$ cat src/inc/isp_pkg.sv
// Package with register map, flag layout, vectors and states of the interrupt prioritizer.
package isp_pkg;

    // Register byte offsets on the bus.
    localparam logic [4:0] ISP_OFF_ENABLE0 = 5'h00;
    localparam logic [4:0] ISP_OFF_ENABLE1 = 5'h04;
    localparam logic [4:0] ISP_OFF_FLAGS = 5'h08;
    localparam logic [4:0] ISP_OFF_PENDING = 5'h0c;
    localparam logic [4:0] ISP_OFF_CPUCTL = 5'h10;
    localparam logic [4:0] ISP_OFF_LASTVEC = 5'h14;

    // Reset values.
    localparam logic [26:0] ISP_RST_ENABLE0 = 27'h0000000;
    localparam logic [5:0] ISP_RST_ENABLE1 = 6'h00;
    localparam logic [8:0] ISP_RST_FLAGS = 9'h000;
    localparam logic ISP_RST_GMASK = 1'b1;

    // Locally held flags, also their positions in the flags register.
    localparam int ISP_FL_EXT = 0;
    localparam int ISP_FL_LOCK = 1;
    localparam int ISP_FL_TMR = 2;
    localparam int ISP_FL_KEY = 8;

    // Enable register 0 field positions.
    localparam int ISP_EN_EXT_MASK = 0;
    localparam int ISP_EN_LOCK = 1;
    localparam int ISP_EN_TMR = 2;
    localparam int ISP_EN_KEY_MASK = 8;
    localparam int ISP_EN_SPI_RX = 9;
    localparam int ISP_EN_SPI_FAULT = 10;
    localparam int ISP_EN_SPI_TX = 11;
    localparam int ISP_EN_SCI_ERR = 12;
    localparam int ISP_EN_SCI_RX = 16;
    localparam int ISP_EN_SCI_IDLE = 17;
    localparam int ISP_EN_SCI_TXE = 18;
    localparam int ISP_EN_SCI_DONE = 19;
    localparam int ISP_EN_ADC = 20;
    localparam int ISP_EN_TB = 21;
    localparam int ISP_EN_CAN_WUP = 22;
    localparam int ISP_EN_CAN_RX = 23;
    localparam int ISP_EN_CAN_TX = 24;

    // Control register field position.
    localparam int ISP_CTL_GMASK = 0;

    // Vectors and priorities.
    localparam logic [15:0] ISP_VEC_RESET = 16'hfffe;
    localparam logic [15:0] ISP_VEC_TRAP = 16'hfffc;
    localparam logic [4:0] ISP_PRIO_TOP = 5'h00;
    localparam int ISP_NUM_PEND = 20;

    // Sequencer states.
    typedef enum logic [1:0] {
        ISP_ST_VEC = 2'b01,
        ISP_ST_RUN = 2'b10
    } isp_state_type;

endpackage

$ cat src/logic/isp_prioritizer.sv
// Interrupt source prioritizer with flag gating, priority select and vector output.
//
// Chosen here: the register addresses and the Avalon-MM register port.
`timescale 1ns/1ps
// Overview of operation
// - A break point hit makes the CPU take the software trap vector.
// - Global mask blocks every source except the software trap instruction and a break point hit.
// - Priority 0 is highest; larger numbers are served later.
// - Reset and software trap have priority 0; reset vector is highest.
// - Low external pin latches a flag, masked, pending bit 1.
// - Any change of lock status sets the lock change flag.
// - Lock change flag requests only when enabled; pending bit 2.
// - Timer rollover flag sets when counter wraps to zero after modulo match.
// - First timer rollover requests only while its enable is set.
// - Capture or compare event sets that channel's flag.
// - Channel flag requests only while that channel's enable is set.
// - First timer: channel 0, channel 1, rollover on bits 3, 4, 5.
// - Second timer: channel 0, channel 1, rollover on bits 6, 7, 8.
// - SPI receive, overrun, mode fault share bit 9; transmit empty bit 10.
// - Four SCI error flags, each enabled, share pending bit 11.
// - SCI receive and idle share bit 12; transmit flags share bit 13.
// - Keypad, ADC done and timebase use pending bits 14, 15, 16.
// - CAN wakeup 17, six errors 18, receive 19, three transmit 20.
// - Service starts only at an instruction boundary.
// - With several pending, the highest priority one is served first.
// - Interrupt entry sets the global mask.
module isp_prioritizer
    import isp_pkg::*;
#(
    parameter int ADDR_W = 5
)
(
    // Clock, reset and clock enable.
    input wire logic core_clk_i,
    input wire logic reset_i,
    input wire logic clk_en_i,
    // Avalon-MM register slave.
    input wire logic [ADDR_W-1:0] avs_address_i,
    input wire logic avs_read_i,
    input wire logic avs_write_i,
    input wire logic [31:0] avs_writedata_i,
    input wire logic [3:0] avs_byteenable_i,
    output logic [31:0] avs_readdata_o,
    output logic avs_waitrequest_o,
    // CPU core.
    input wire logic cpu_insn_done_i,
    input wire logic cpu_software_trap_instruction_i,
    input wire logic brk_hit_i,
    output logic cpu_take_o,
    output logic [15:0] cpu_vector_o,
    output logic [4:0] cpu_prio_o,
    output logic cpu_break_trap_o,
    output logic cpu_gmask_o,
    // Pins and locally flagged events.
    input wire logic ext_request_pin_n_i,
    input wire logic [7:0] keypad_pins_n_i,
    input wire logic lock_status_i,
    input wire logic [1:0] tmr_modulo_match_i,
    input wire logic [1:0] tmr_count_zero_i,
    input wire logic [3:0] tmr_chan_event_i,
    // Peripheral flag levels.
    input wire logic spi_rx_full_flag_i,
    input wire logic spi_rx_overrun_flag_i,
    input wire logic spi_mode_fault_flag_i,
    input wire logic spi_tx_empty_flag_i,
    input wire logic [3:0] sci_err_flags_i,
    input wire logic sci_rx_full_flag_i,
    input wire logic sci_idle_flag_i,
    input wire logic sci_tx_empty_flag_i,
    input wire logic sci_tx_done_flag_i,
    input wire logic adc_done_flag_i,
    input wire logic timebase_rollover_flag_i,
    input wire logic can_wakeup_flag_i,
    input wire logic [5:0] can_err_flags_i,
    input wire logic can_rx_full_flag_i,
    input wire logic [2:0] can_tx_empty_flags_i
);

    // Returns the lowest set pending index, which is the highest priority.
    function automatic logic [4:0] isp_first(input logic [ISP_NUM_PEND:0] p);
        logic [4:0] idx;
        idx = 5'h00;
        for (int i = ISP_NUM_PEND; i >= 1; i--)
        begin
            if (p[i])
            begin
                idx = 5'(i);
            end
        end
        return idx;
    endfunction

    // Vector of a pending index, two bytes below the software trap per step.
    function automatic logic [15:0] isp_vector(input logic [4:0] idx);
        return ISP_VEC_TRAP - {10'h000, idx, 1'b0};
    endfunction

    isp_state_type state_r, state_nxt;
    logic [26:0] en0_r;
    logic [5:0] en1_r;
    logic [8:0] flag_r, flag_nxt;
    logic [8:0] flag_set;
    logic [8:0] flag_clr;
    logic gmask_r, gmask_nxt;
    logic lock_prev_r;
    logic [1:0] armed_r;
    logic brk_pend_r;
    logic wait_r;
    logic [31:0] rd_r;
    logic take_r, take_nxt;
    logic [15:0] vec_r, vec_nxt;
    logic [4:0] prio_r, prio_nxt;
    logic brk_out_r, brk_out_nxt;

    // Bus decode.
    wire [31:0] be_mask = {{8{avs_byteenable_i[3]}}, {8{avs_byteenable_i[2]}},
        {8{avs_byteenable_i[1]}}, {8{avs_byteenable_i[0]}}};
    wire wr_go = avs_write_i && !wait_r;
    wire [31:0] wr_bits = avs_writedata_i & be_mask;
    wire [31:0] wr_keep = ~be_mask;
    wire wr_en0 = wr_go && (avs_address_i == ISP_OFF_ENABLE0);
    wire wr_en1 = wr_go && (avs_address_i == ISP_OFF_ENABLE1);
    wire wr_flags = wr_go && (avs_address_i == ISP_OFF_FLAGS);
    wire wr_ctl = wr_go && (avs_address_i == ISP_OFF_CPUCTL);

    // Pending bits from flags and enables.
    logic [ISP_NUM_PEND:0] pend;
    assign pend[0] = 1'b0;
    assign pend[1] = flag_r[ISP_FL_EXT] && !en0_r[ISP_EN_EXT_MASK];
    assign pend[2] = flag_r[ISP_FL_LOCK] && en0_r[ISP_EN_LOCK];
    // Timer flags and enables line up bit for bit; rollover at 5 and 8.
    assign pend[8:3] = flag_r[ISP_FL_TMR +: 6] & en0_r[ISP_EN_TMR +: 6];
    assign pend[9] = (spi_rx_full_flag_i && en0_r[ISP_EN_SPI_RX])
        || ((spi_rx_overrun_flag_i || spi_mode_fault_flag_i)
        && en0_r[ISP_EN_SPI_FAULT]);
    assign pend[10] = spi_tx_empty_flag_i && en0_r[ISP_EN_SPI_TX];
    assign pend[11] = |(sci_err_flags_i & en0_r[ISP_EN_SCI_ERR +: 4]);
    assign pend[12] = (sci_rx_full_flag_i && en0_r[ISP_EN_SCI_RX])
        || (sci_idle_flag_i && en0_r[ISP_EN_SCI_IDLE]);
    assign pend[13] = (sci_tx_empty_flag_i && en0_r[ISP_EN_SCI_TXE])
        || (sci_tx_done_flag_i && en0_r[ISP_EN_SCI_DONE]);
    assign pend[14] = flag_r[ISP_FL_KEY] && !en0_r[ISP_EN_KEY_MASK];
    assign pend[15] = adc_done_flag_i && en0_r[ISP_EN_ADC];
    assign pend[16] = timebase_rollover_flag_i && en0_r[ISP_EN_TB];
    assign pend[17] = can_wakeup_flag_i && en0_r[ISP_EN_CAN_WUP];
    assign pend[18] = |(can_err_flags_i & en1_r);
    assign pend[19] = can_rx_full_flag_i && en0_r[ISP_EN_CAN_RX];
    assign pend[20] = |(can_tx_empty_flags_i & en0_r[ISP_EN_CAN_TX +: 3]);

    wire [4:0] first_idx = isp_first(pend);
    wire any_pend = |pend;

    // Local flag set events.
    wire [1:0] tmr_roll = tmr_count_zero_i & armed_r;
    assign flag_set[ISP_FL_EXT] = !ext_request_pin_n_i;
    assign flag_set[ISP_FL_LOCK] = lock_status_i ^ lock_prev_r;
    assign flag_set[ISP_FL_TMR +: 6] = {tmr_roll[1], tmr_chan_event_i[3:2],
        tmr_roll[0], tmr_chan_event_i[1:0]};
    assign flag_set[ISP_FL_KEY] = !(&keypad_pins_n_i);
    assign flag_clr = wr_flags ? wr_bits[8:0] : 9'h000;
    assign flag_nxt = (flag_r & ~flag_clr) | flag_set;

    // Service decision.
    wire boundary = (state_r == ISP_ST_RUN) && cpu_insn_done_i;
    wire trap_req = cpu_software_trap_instruction_i || brk_pend_r || brk_hit_i;
    wire take_trap = boundary && trap_req;
    wire take_irq = boundary && !trap_req && !gmask_r && any_pend;

    always_comb
    begin
        state_nxt = state_r;
        take_nxt = 1'b0;
        vec_nxt = vec_r;
        prio_nxt = prio_r;
        brk_out_nxt = 1'b0;
        unique case (state_r)
            ISP_ST_VEC:
            begin
                take_nxt = 1'b1;
                vec_nxt = ISP_VEC_RESET;
                prio_nxt = ISP_PRIO_TOP;
                state_nxt = ISP_ST_RUN;
            end
            ISP_ST_RUN:
            begin
                if (take_trap)
                begin
                    take_nxt = 1'b1;
                    vec_nxt = ISP_VEC_TRAP;
                    prio_nxt = ISP_PRIO_TOP;
                    brk_out_nxt = brk_pend_r || brk_hit_i;
                end
                else if (take_irq)
                begin
                    take_nxt = 1'b1;
                    vec_nxt = isp_vector(first_idx);
                    prio_nxt = first_idx;
                end
            end
            default:
            begin
                state_nxt = ISP_ST_VEC;
            end
        endcase
    end

    // Entry sets the mask and wins over a software clear in the same cycle.
    assign gmask_nxt = (take_trap || take_irq) ? 1'b1 :
        (wr_ctl ? ((gmask_r & wr_keep[ISP_CTL_GMASK]) | wr_bits[ISP_CTL_GMASK]) :
        gmask_r);

    // Read data selection.
    logic [31:0] rd_word;
    assign rd_word = (avs_address_i == ISP_OFF_ENABLE0) ? {5'h00, en0_r} :
        (avs_address_i == ISP_OFF_ENABLE1) ? {26'h0000000, en1_r} :
        (avs_address_i == ISP_OFF_FLAGS) ? {23'h000000, flag_r} :
        (avs_address_i == ISP_OFF_PENDING) ? {11'h000, pend} :
        (avs_address_i == ISP_OFF_CPUCTL) ? {31'h00000000, gmask_r} :
        (avs_address_i == ISP_OFF_LASTVEC) ? {11'h000, prio_r, vec_r} :
        32'h00000000;

    always_ff @(posedge core_clk_i)
    begin
        if (reset_i)
        begin
            state_r <= ISP_ST_VEC;
            en0_r <= ISP_RST_ENABLE0;
            en1_r <= ISP_RST_ENABLE1;
            flag_r <= ISP_RST_FLAGS;
            gmask_r <= ISP_RST_GMASK;
            lock_prev_r <= 1'b0;
            armed_r <= 2'h0;
            brk_pend_r <= 1'b0;
            wait_r <= 1'b1;
            rd_r <= 32'h00000000;
            take_r <= 1'b0;
            vec_r <= ISP_VEC_RESET;
            prio_r <= ISP_PRIO_TOP;
            brk_out_r <= 1'b0;
        end
        else if (clk_en_i)
        begin
            state_r <= state_nxt;
            flag_r <= flag_nxt;
            gmask_r <= gmask_nxt;
            lock_prev_r <= lock_status_i;
            armed_r <= (armed_r | tmr_modulo_match_i) & ~tmr_count_zero_i;
            brk_pend_r <= (brk_pend_r || brk_hit_i) && !take_trap;
            take_r <= take_nxt;
            vec_r <= vec_nxt;
            prio_r <= prio_nxt;
            brk_out_r <= brk_out_nxt;
            if (wr_en0)
            begin
                en0_r <= (en0_r & wr_keep[26:0]) | wr_bits[26:0];
            end
            if (wr_en1)
            begin
                en1_r <= (en1_r & wr_keep[5:0]) | wr_bits[5:0];
            end
            if ((avs_read_i || avs_write_i) && wait_r)
            begin
                wait_r <= 1'b0;
                rd_r <= rd_word;
            end
            else
            begin
                wait_r <= 1'b1;
            end
        end
    end

    assign avs_readdata_o = rd_r;
    assign avs_waitrequest_o = wait_r;
    assign cpu_take_o = take_r;
    assign cpu_vector_o = vec_r;
    assign cpu_prio_o = prio_r;
    assign cpu_break_trap_o = brk_out_r;
    assign cpu_gmask_o = gmask_r;

    // Checks.
    property p_brk_trap;
        @(posedge core_clk_i) disable iff (reset_i)
        clk_en_i && boundary && (brk_hit_i || brk_pend_r)
        |=> cpu_take_o && cpu_break_trap_o && (cpu_vector_o == ISP_VEC_TRAP);
    endproperty
    a_brk_trap: assert property (p_brk_trap)
        else $error("Break hit did not produce a software trap entry.");

    property p_trap_unmasked;
        @(posedge core_clk_i) disable iff (reset_i)
        clk_en_i && boundary && cpu_software_trap_instruction_i && gmask_r
        |=> cpu_take_o ##0 cpu_prio_o == ISP_PRIO_TOP;
    endproperty
    a_trap_unmasked: assert property (p_trap_unmasked)
        else $error("Software trap was blocked by the global mask.");

    property p_mask_blocks;
        @(posedge core_clk_i) disable iff (reset_i)
        clk_en_i && boundary && gmask_r && !trap_req |=> !cpu_take_o;
    endproperty
    a_mask_blocks: assert property (p_mask_blocks)
        else $error("Masked request was taken.");

    property p_reset_vec;
        @(posedge core_clk_i) disable iff (reset_i)
        clk_en_i && (state_r == ISP_ST_VEC)
        |=> cpu_take_o && (cpu_vector_o == ISP_VEC_RESET) && (cpu_prio_o == ISP_PRIO_TOP);
    endproperty
    a_reset_vec: assert property (p_reset_vec)
        else $error("Reset vector was not issued first.");

    property p_ext_latch;
        @(posedge core_clk_i) disable iff (reset_i)
        clk_en_i && !ext_request_pin_n_i |=> flag_r[ISP_FL_EXT];
    endproperty
    a_ext_latch: assert property (p_ext_latch)
        else $error("External pin low did not latch its flag.");

    property p_lock_change;
        @(posedge core_clk_i) disable iff (reset_i)
        clk_en_i && (lock_status_i != lock_prev_r) |=> flag_r[ISP_FL_LOCK];
    endproperty
    a_lock_change: assert property (p_lock_change)
        else $error("Lock change did not set its flag.");

    property p_tmr_roll;
        @(posedge core_clk_i) disable iff (reset_i)
        clk_en_i && tmr_modulo_match_i[0] && !tmr_count_zero_i[0]
        ##1 clk_en_i && tmr_count_zero_i[0] |=> flag_r[ISP_FL_TMR + 2];
    endproperty
    a_tmr_roll: assert property (p_tmr_roll)
        else $error("Timer wrap after match did not set the rollover flag.");

    property p_no_midinsn;
        @(posedge core_clk_i) disable iff (reset_i)
        clk_en_i && (state_r == ISP_ST_RUN) && !cpu_insn_done_i |=> !cpu_take_o;
    endproperty
    a_no_midinsn: assert property (p_no_midinsn)
        else $error("Interrupt taken away from an instruction boundary.");

    property p_highest_first;
        @(posedge core_clk_i) disable iff (reset_i)
        clk_en_i && take_irq |=> cpu_take_o && (cpu_prio_o == $past(first_idx))
        && (cpu_vector_o == ISP_VEC_TRAP - {10'h000, cpu_prio_o, 1'b0});
    endproperty
    a_highest_first: assert property (p_highest_first)
        else $error("Wrong priority or vector chosen.");

    property p_entry_mask;
        @(posedge core_clk_i) disable iff (reset_i)
        cpu_take_o |-> cpu_gmask_o;
    endproperty
    a_entry_mask: assert property (p_entry_mask)
        else $error("Interrupt entry left the global mask clear.");

    property p_cov_irq;
        @(posedge core_clk_i) disable iff (reset_i)
        take_irq && $countones(pend) > 1;
    endproperty
    c_cov_irq: cover property (p_cov_irq);

    property p_cov_brk;
        @(posedge core_clk_i) disable iff (reset_i)
        take_trap && brk_pend_r;
    endproperty
    c_cov_brk: cover property (p_cov_brk);

    property p_cov_wr;
        @(posedge core_clk_i) disable iff (reset_i)
        wr_flags ##[2:3] wr_ctl;
    endproperty
    c_cov_wr: cover property (p_cov_wr);

endmodule

$ cat config.mk
export PLATFORM = sky130hd
export DESIGN_NAME = isp_prioritizer
export DESIGN_NICKNAME = d
export VERILOG_FILES = /design/src/inc/isp_pkg.sv /design/src/logic/isp_prioritizer.sv
export SDC_FILE = /design/constraint.sdc
export NUM_CORES = 1
export LEC_CHECK = 0
export BUFFER_PORTS_ARGS = -buffer_cell sky130_fd_sc_hd__buf_2
export CELL_PAD_IN_SITES_DETAIL_PLACEMENT = 1
export CELL_PAD_IN_SITES_GLOBAL_PLACEMENT = 2
export CORE_ASPECT_RATIO = 1.1
export CORE_MARGIN = 2
export CORE_UTILIZATION = 29
export CTS_BUF_LIST = sky130_fd_sc_hd__clkbuf_4
export DETAILED_ROUTE_END_ITERATION = 8
export GPL_TIMING_DRIVEN = 0
export HOLD_SLACK_MARGIN = 0.05
export PLACE_DENSITY_LB_ADDON = 0.1
export SETUP_SLACK_MARGIN = 0.1
export SYNTH_ARGS = -nofsm -noshare
export SYNTH_HDL_FRONTEND = slang
export SYNTH_SLANG_ARGS = --single-unit
$ cat constraint.sdc
create_clock -name core_clk_i -period 3.7 [get_ports core_clk_i]
set_input_delay 0.74 -clock core_clk_i [delete_from_list [all_inputs] [get_ports core_clk_i]]
set_output_delay 0.74 -clock core_clk_i [all_outputs]
set_load 0.005 [all_outputs]
==> run metrics <==
Startpoint Class register; Avg Cell Area, Syn 8.390 µm²; ratio of cells with drive above 1 in the final layout 0.2650; hold crit path type in2reg; Synth Warn # 0; Psw approximately 0.00055 W; Max VDD drop between 0.1 and 0.15 mV; Antenna Nets Post-Route 0; RSZ-0062 raised after global routing false; setup slack after layout 1.033 ns; clk sinks 90; Util after Layout 0.3667; critical path class reg2reg; GRT met2 Usage 0.3684; Placed Cells incl. Taps between 800 and 900; met3 Use GR 0.02891; sw frac 0.2826; Fmax achieved around 0.37 GHz; Clock Latency Late Sink around 0.49 ns; synthesized area 4447 µm²; total track usage 0.2116; final slew viol count 0; number of flops mapped to enable cells by yosys 0; vias in the first global route 4591; Worst Skew a little under 0.02 ns; Syn-to-layout area delta 24.14%; GP Congestion a little over 0.8; setup TNS 0 ns; Synth Flop Type dfxtp_1; Post-layout nets approximately 770; Rows between 40 and 50; fin crit period 2.667 ns; r2r setup slk roughly 1.0 ns; initial drt markers 261; end of the critical path cpu_vector_o[5]$_SDFFE_PP1P_; Worst Path Required ~4.1 ns; total power between 0.0015 and 0.002 W; TritonCTS Buffers 9; antenna violations before repair 1; # DRC 0; clock power share 0.328; P_int about 0.0014 W; Max Root-Sink Buffers 2; PostCTS Resize Cnt 0; number of distinct library cells after synthesis 69; hold depth 2; final setup fails 0; first-pass GRT wire length 25830 µm; Overflow after GRT 0; Die X-Extent roughly 120 µm; power per cell area 353.2 nW/µm²; routed len/inst 19.49 µm; vias 4557; outcome finished, final reports clean; worst r2r path cells 9; worst slew pin tran about 0.85 ns; sequential cell fraction of total power 0.529; CTS tree yes; Place WS ~0.54 ns; drt first pass iters 4; Core Footprint ~15000 µm²; worst r2r dst cpu_vector_o[5]$_SDFFE_PP1P_; Setup Buffers After CTS 0; Final HPWL DP 13580 µm; max cap viols 0; Port Buf Inserts between 100 and 150; critical path fanouts, max 5; async set-reset flop share out of synthesis 0; die height roughly 130 µm; # hold bufs at CTS 0; Fillers approximately 1.9k; met1 usage 0.2636; Post-Synthesis Cells 530; die area approximately 16000 µm²; H-tree Lvls 3; largest net degree at the start of global routing 15; Ports ~150; global routing's busiest layer met2; Worst Setup End Kind register; sequential area share after synthesis 0.4052; Vias/cell slightly above 5; Final period util 0.7209; Arrival @ worst endpoint 3.04 ns; post-synthesis sequential element count 90; Non-Filler Instances 880; Detailed Route WL 17150 µm; leak pwr between 2 and 2.5 nW; Clk Tree Root Cell clkbuf_4; Gate power share 0.143; Worst slew margin 0.4317; initial core utilization 0.2954; final hold vios 0; clock slew at reported path FFs around 0.14 ns
-- per-layer routing --
layer  share of wire  wire length [µm]  vias to the layer above
met5               0                 0                        -
met4           0.027               455                        0
met3           0.043               743                       23
met2            0.50              8492                      109
met1            0.43              7456                     2221
li1                -                 -                     2204
-- how the worst min path moves through the flow --
stage                                                 end                            start  slack [ns]
final                             armed_r[1]$_SDFFE_PP0P_              tmr_count_zero_i[1]        0.44
after global routing              armed_r[1]$_SDFFE_PP0P_              tmr_count_zero_i[1]        0.43
after CTS                         armed_r[1]$_SDFFE_PP0P_              tmr_count_zero_i[1]        0.42
after detailed placement  avs_readdata_o[26]$_SDFFE_PP0P_  avs_readdata_o[26]$_SDFFE_PP0P_        0.45
after global placement    avs_readdata_o[23]$_SDFFE_PP0P_  avs_readdata_o[23]$_SDFFE_PP0P_        0.44
after floorplan                                  register                         register        0.44
-- critical path: stages, from the launching register on --
cell,delay [ns]
dfxtp_1,0.37
a22o_4,0.29
or4b_1,0.54
o32ai_2,0.25
nor3_1,0.16
inv_1,0.09
ha_1,0.18
nand2_1,0.06
or3_1,0.30
a221o_1,0.32
-- final cells by class --
class	count	area [µm²]	share of cell area
Multi-Input combinational cell	397	2404	0.4354
Antenna cell	1	2.502	0.0004533
Buffer	48	260.3	0.04714
Clock buffer	10	75.07	0.01360
Clock inverter	6	81.33	0.01473
Tap cell	196	245.2	0.04442
Sequential cell	90	1802	0.3264
Inverter	8	30.03	0.005440
Timing Repair Buffer	124	620.6	0.1124
-- logic make-up after synthesis --
logic type                 share of synthesized area
and+or+nand+nor                               0.2305
AOI/OAI and AO/OA                             0.2445
DFF                                           0.4052
buffers and inverters                        0.06528
muxes                                        0.04052
adders and majority gates                   0.008442
other                                       0.001689
xor gates and xnor gates                    0.003940
-- cell usage after synthesis (all sizes together) (13+ instances only) --
cell,number,share of area
a211oi,15,0.025
a21oi,46,0.052
a221oi,13,0.026
a22oi,15,0.037
buf,21,0.033
clkbuf,27,0.025
dfxtp,90,0.41
mux2i,18,0.041
nand2,69,0.058
nand3,34,0.041
nor2,62,0.052
o21ai,15,0.017
-- through the flow --
stage | hold WS [ns] | cell area, µm²
final | 0.4433 | 5520
after global routing | 0.4284 | 5520
after CTS | 0.4204 | 5518
after detailed placement | 0.4482 | 5361
after global placement | 0.4404 | 5361
after floorplan | 0.4445 | 4496
-- power groups by stage --
stage                     Combinational, W  Sequential (W)  Clock [W]
after floorplan                   0.000146         0.00105          0
after global placement            0.000273         0.00105          0
after detailed placement          0.000281         0.00105          0
after CTS                         0.000282         0.00103   0.000652
after global routing              0.000308         0.00104   0.000692
final                             0.000279         0.00103   0.000639
-- layout by cell type, fill, tap and decap left out, drive strengths merged, types with 6 or more instances in the layout --
master  count
clkbuf     37
a222oi      6
inv         8
o211ai      6
nor2       62
o21ai      15
buf       145
a211oi     15
nor3        9
nor2b       7
nand3      34
nand2      69
a221oi     13
dfxtp      90
a21oi      46
mux2i      18
a22oi      15
conb       15
(Power assumes the default switching activity.)
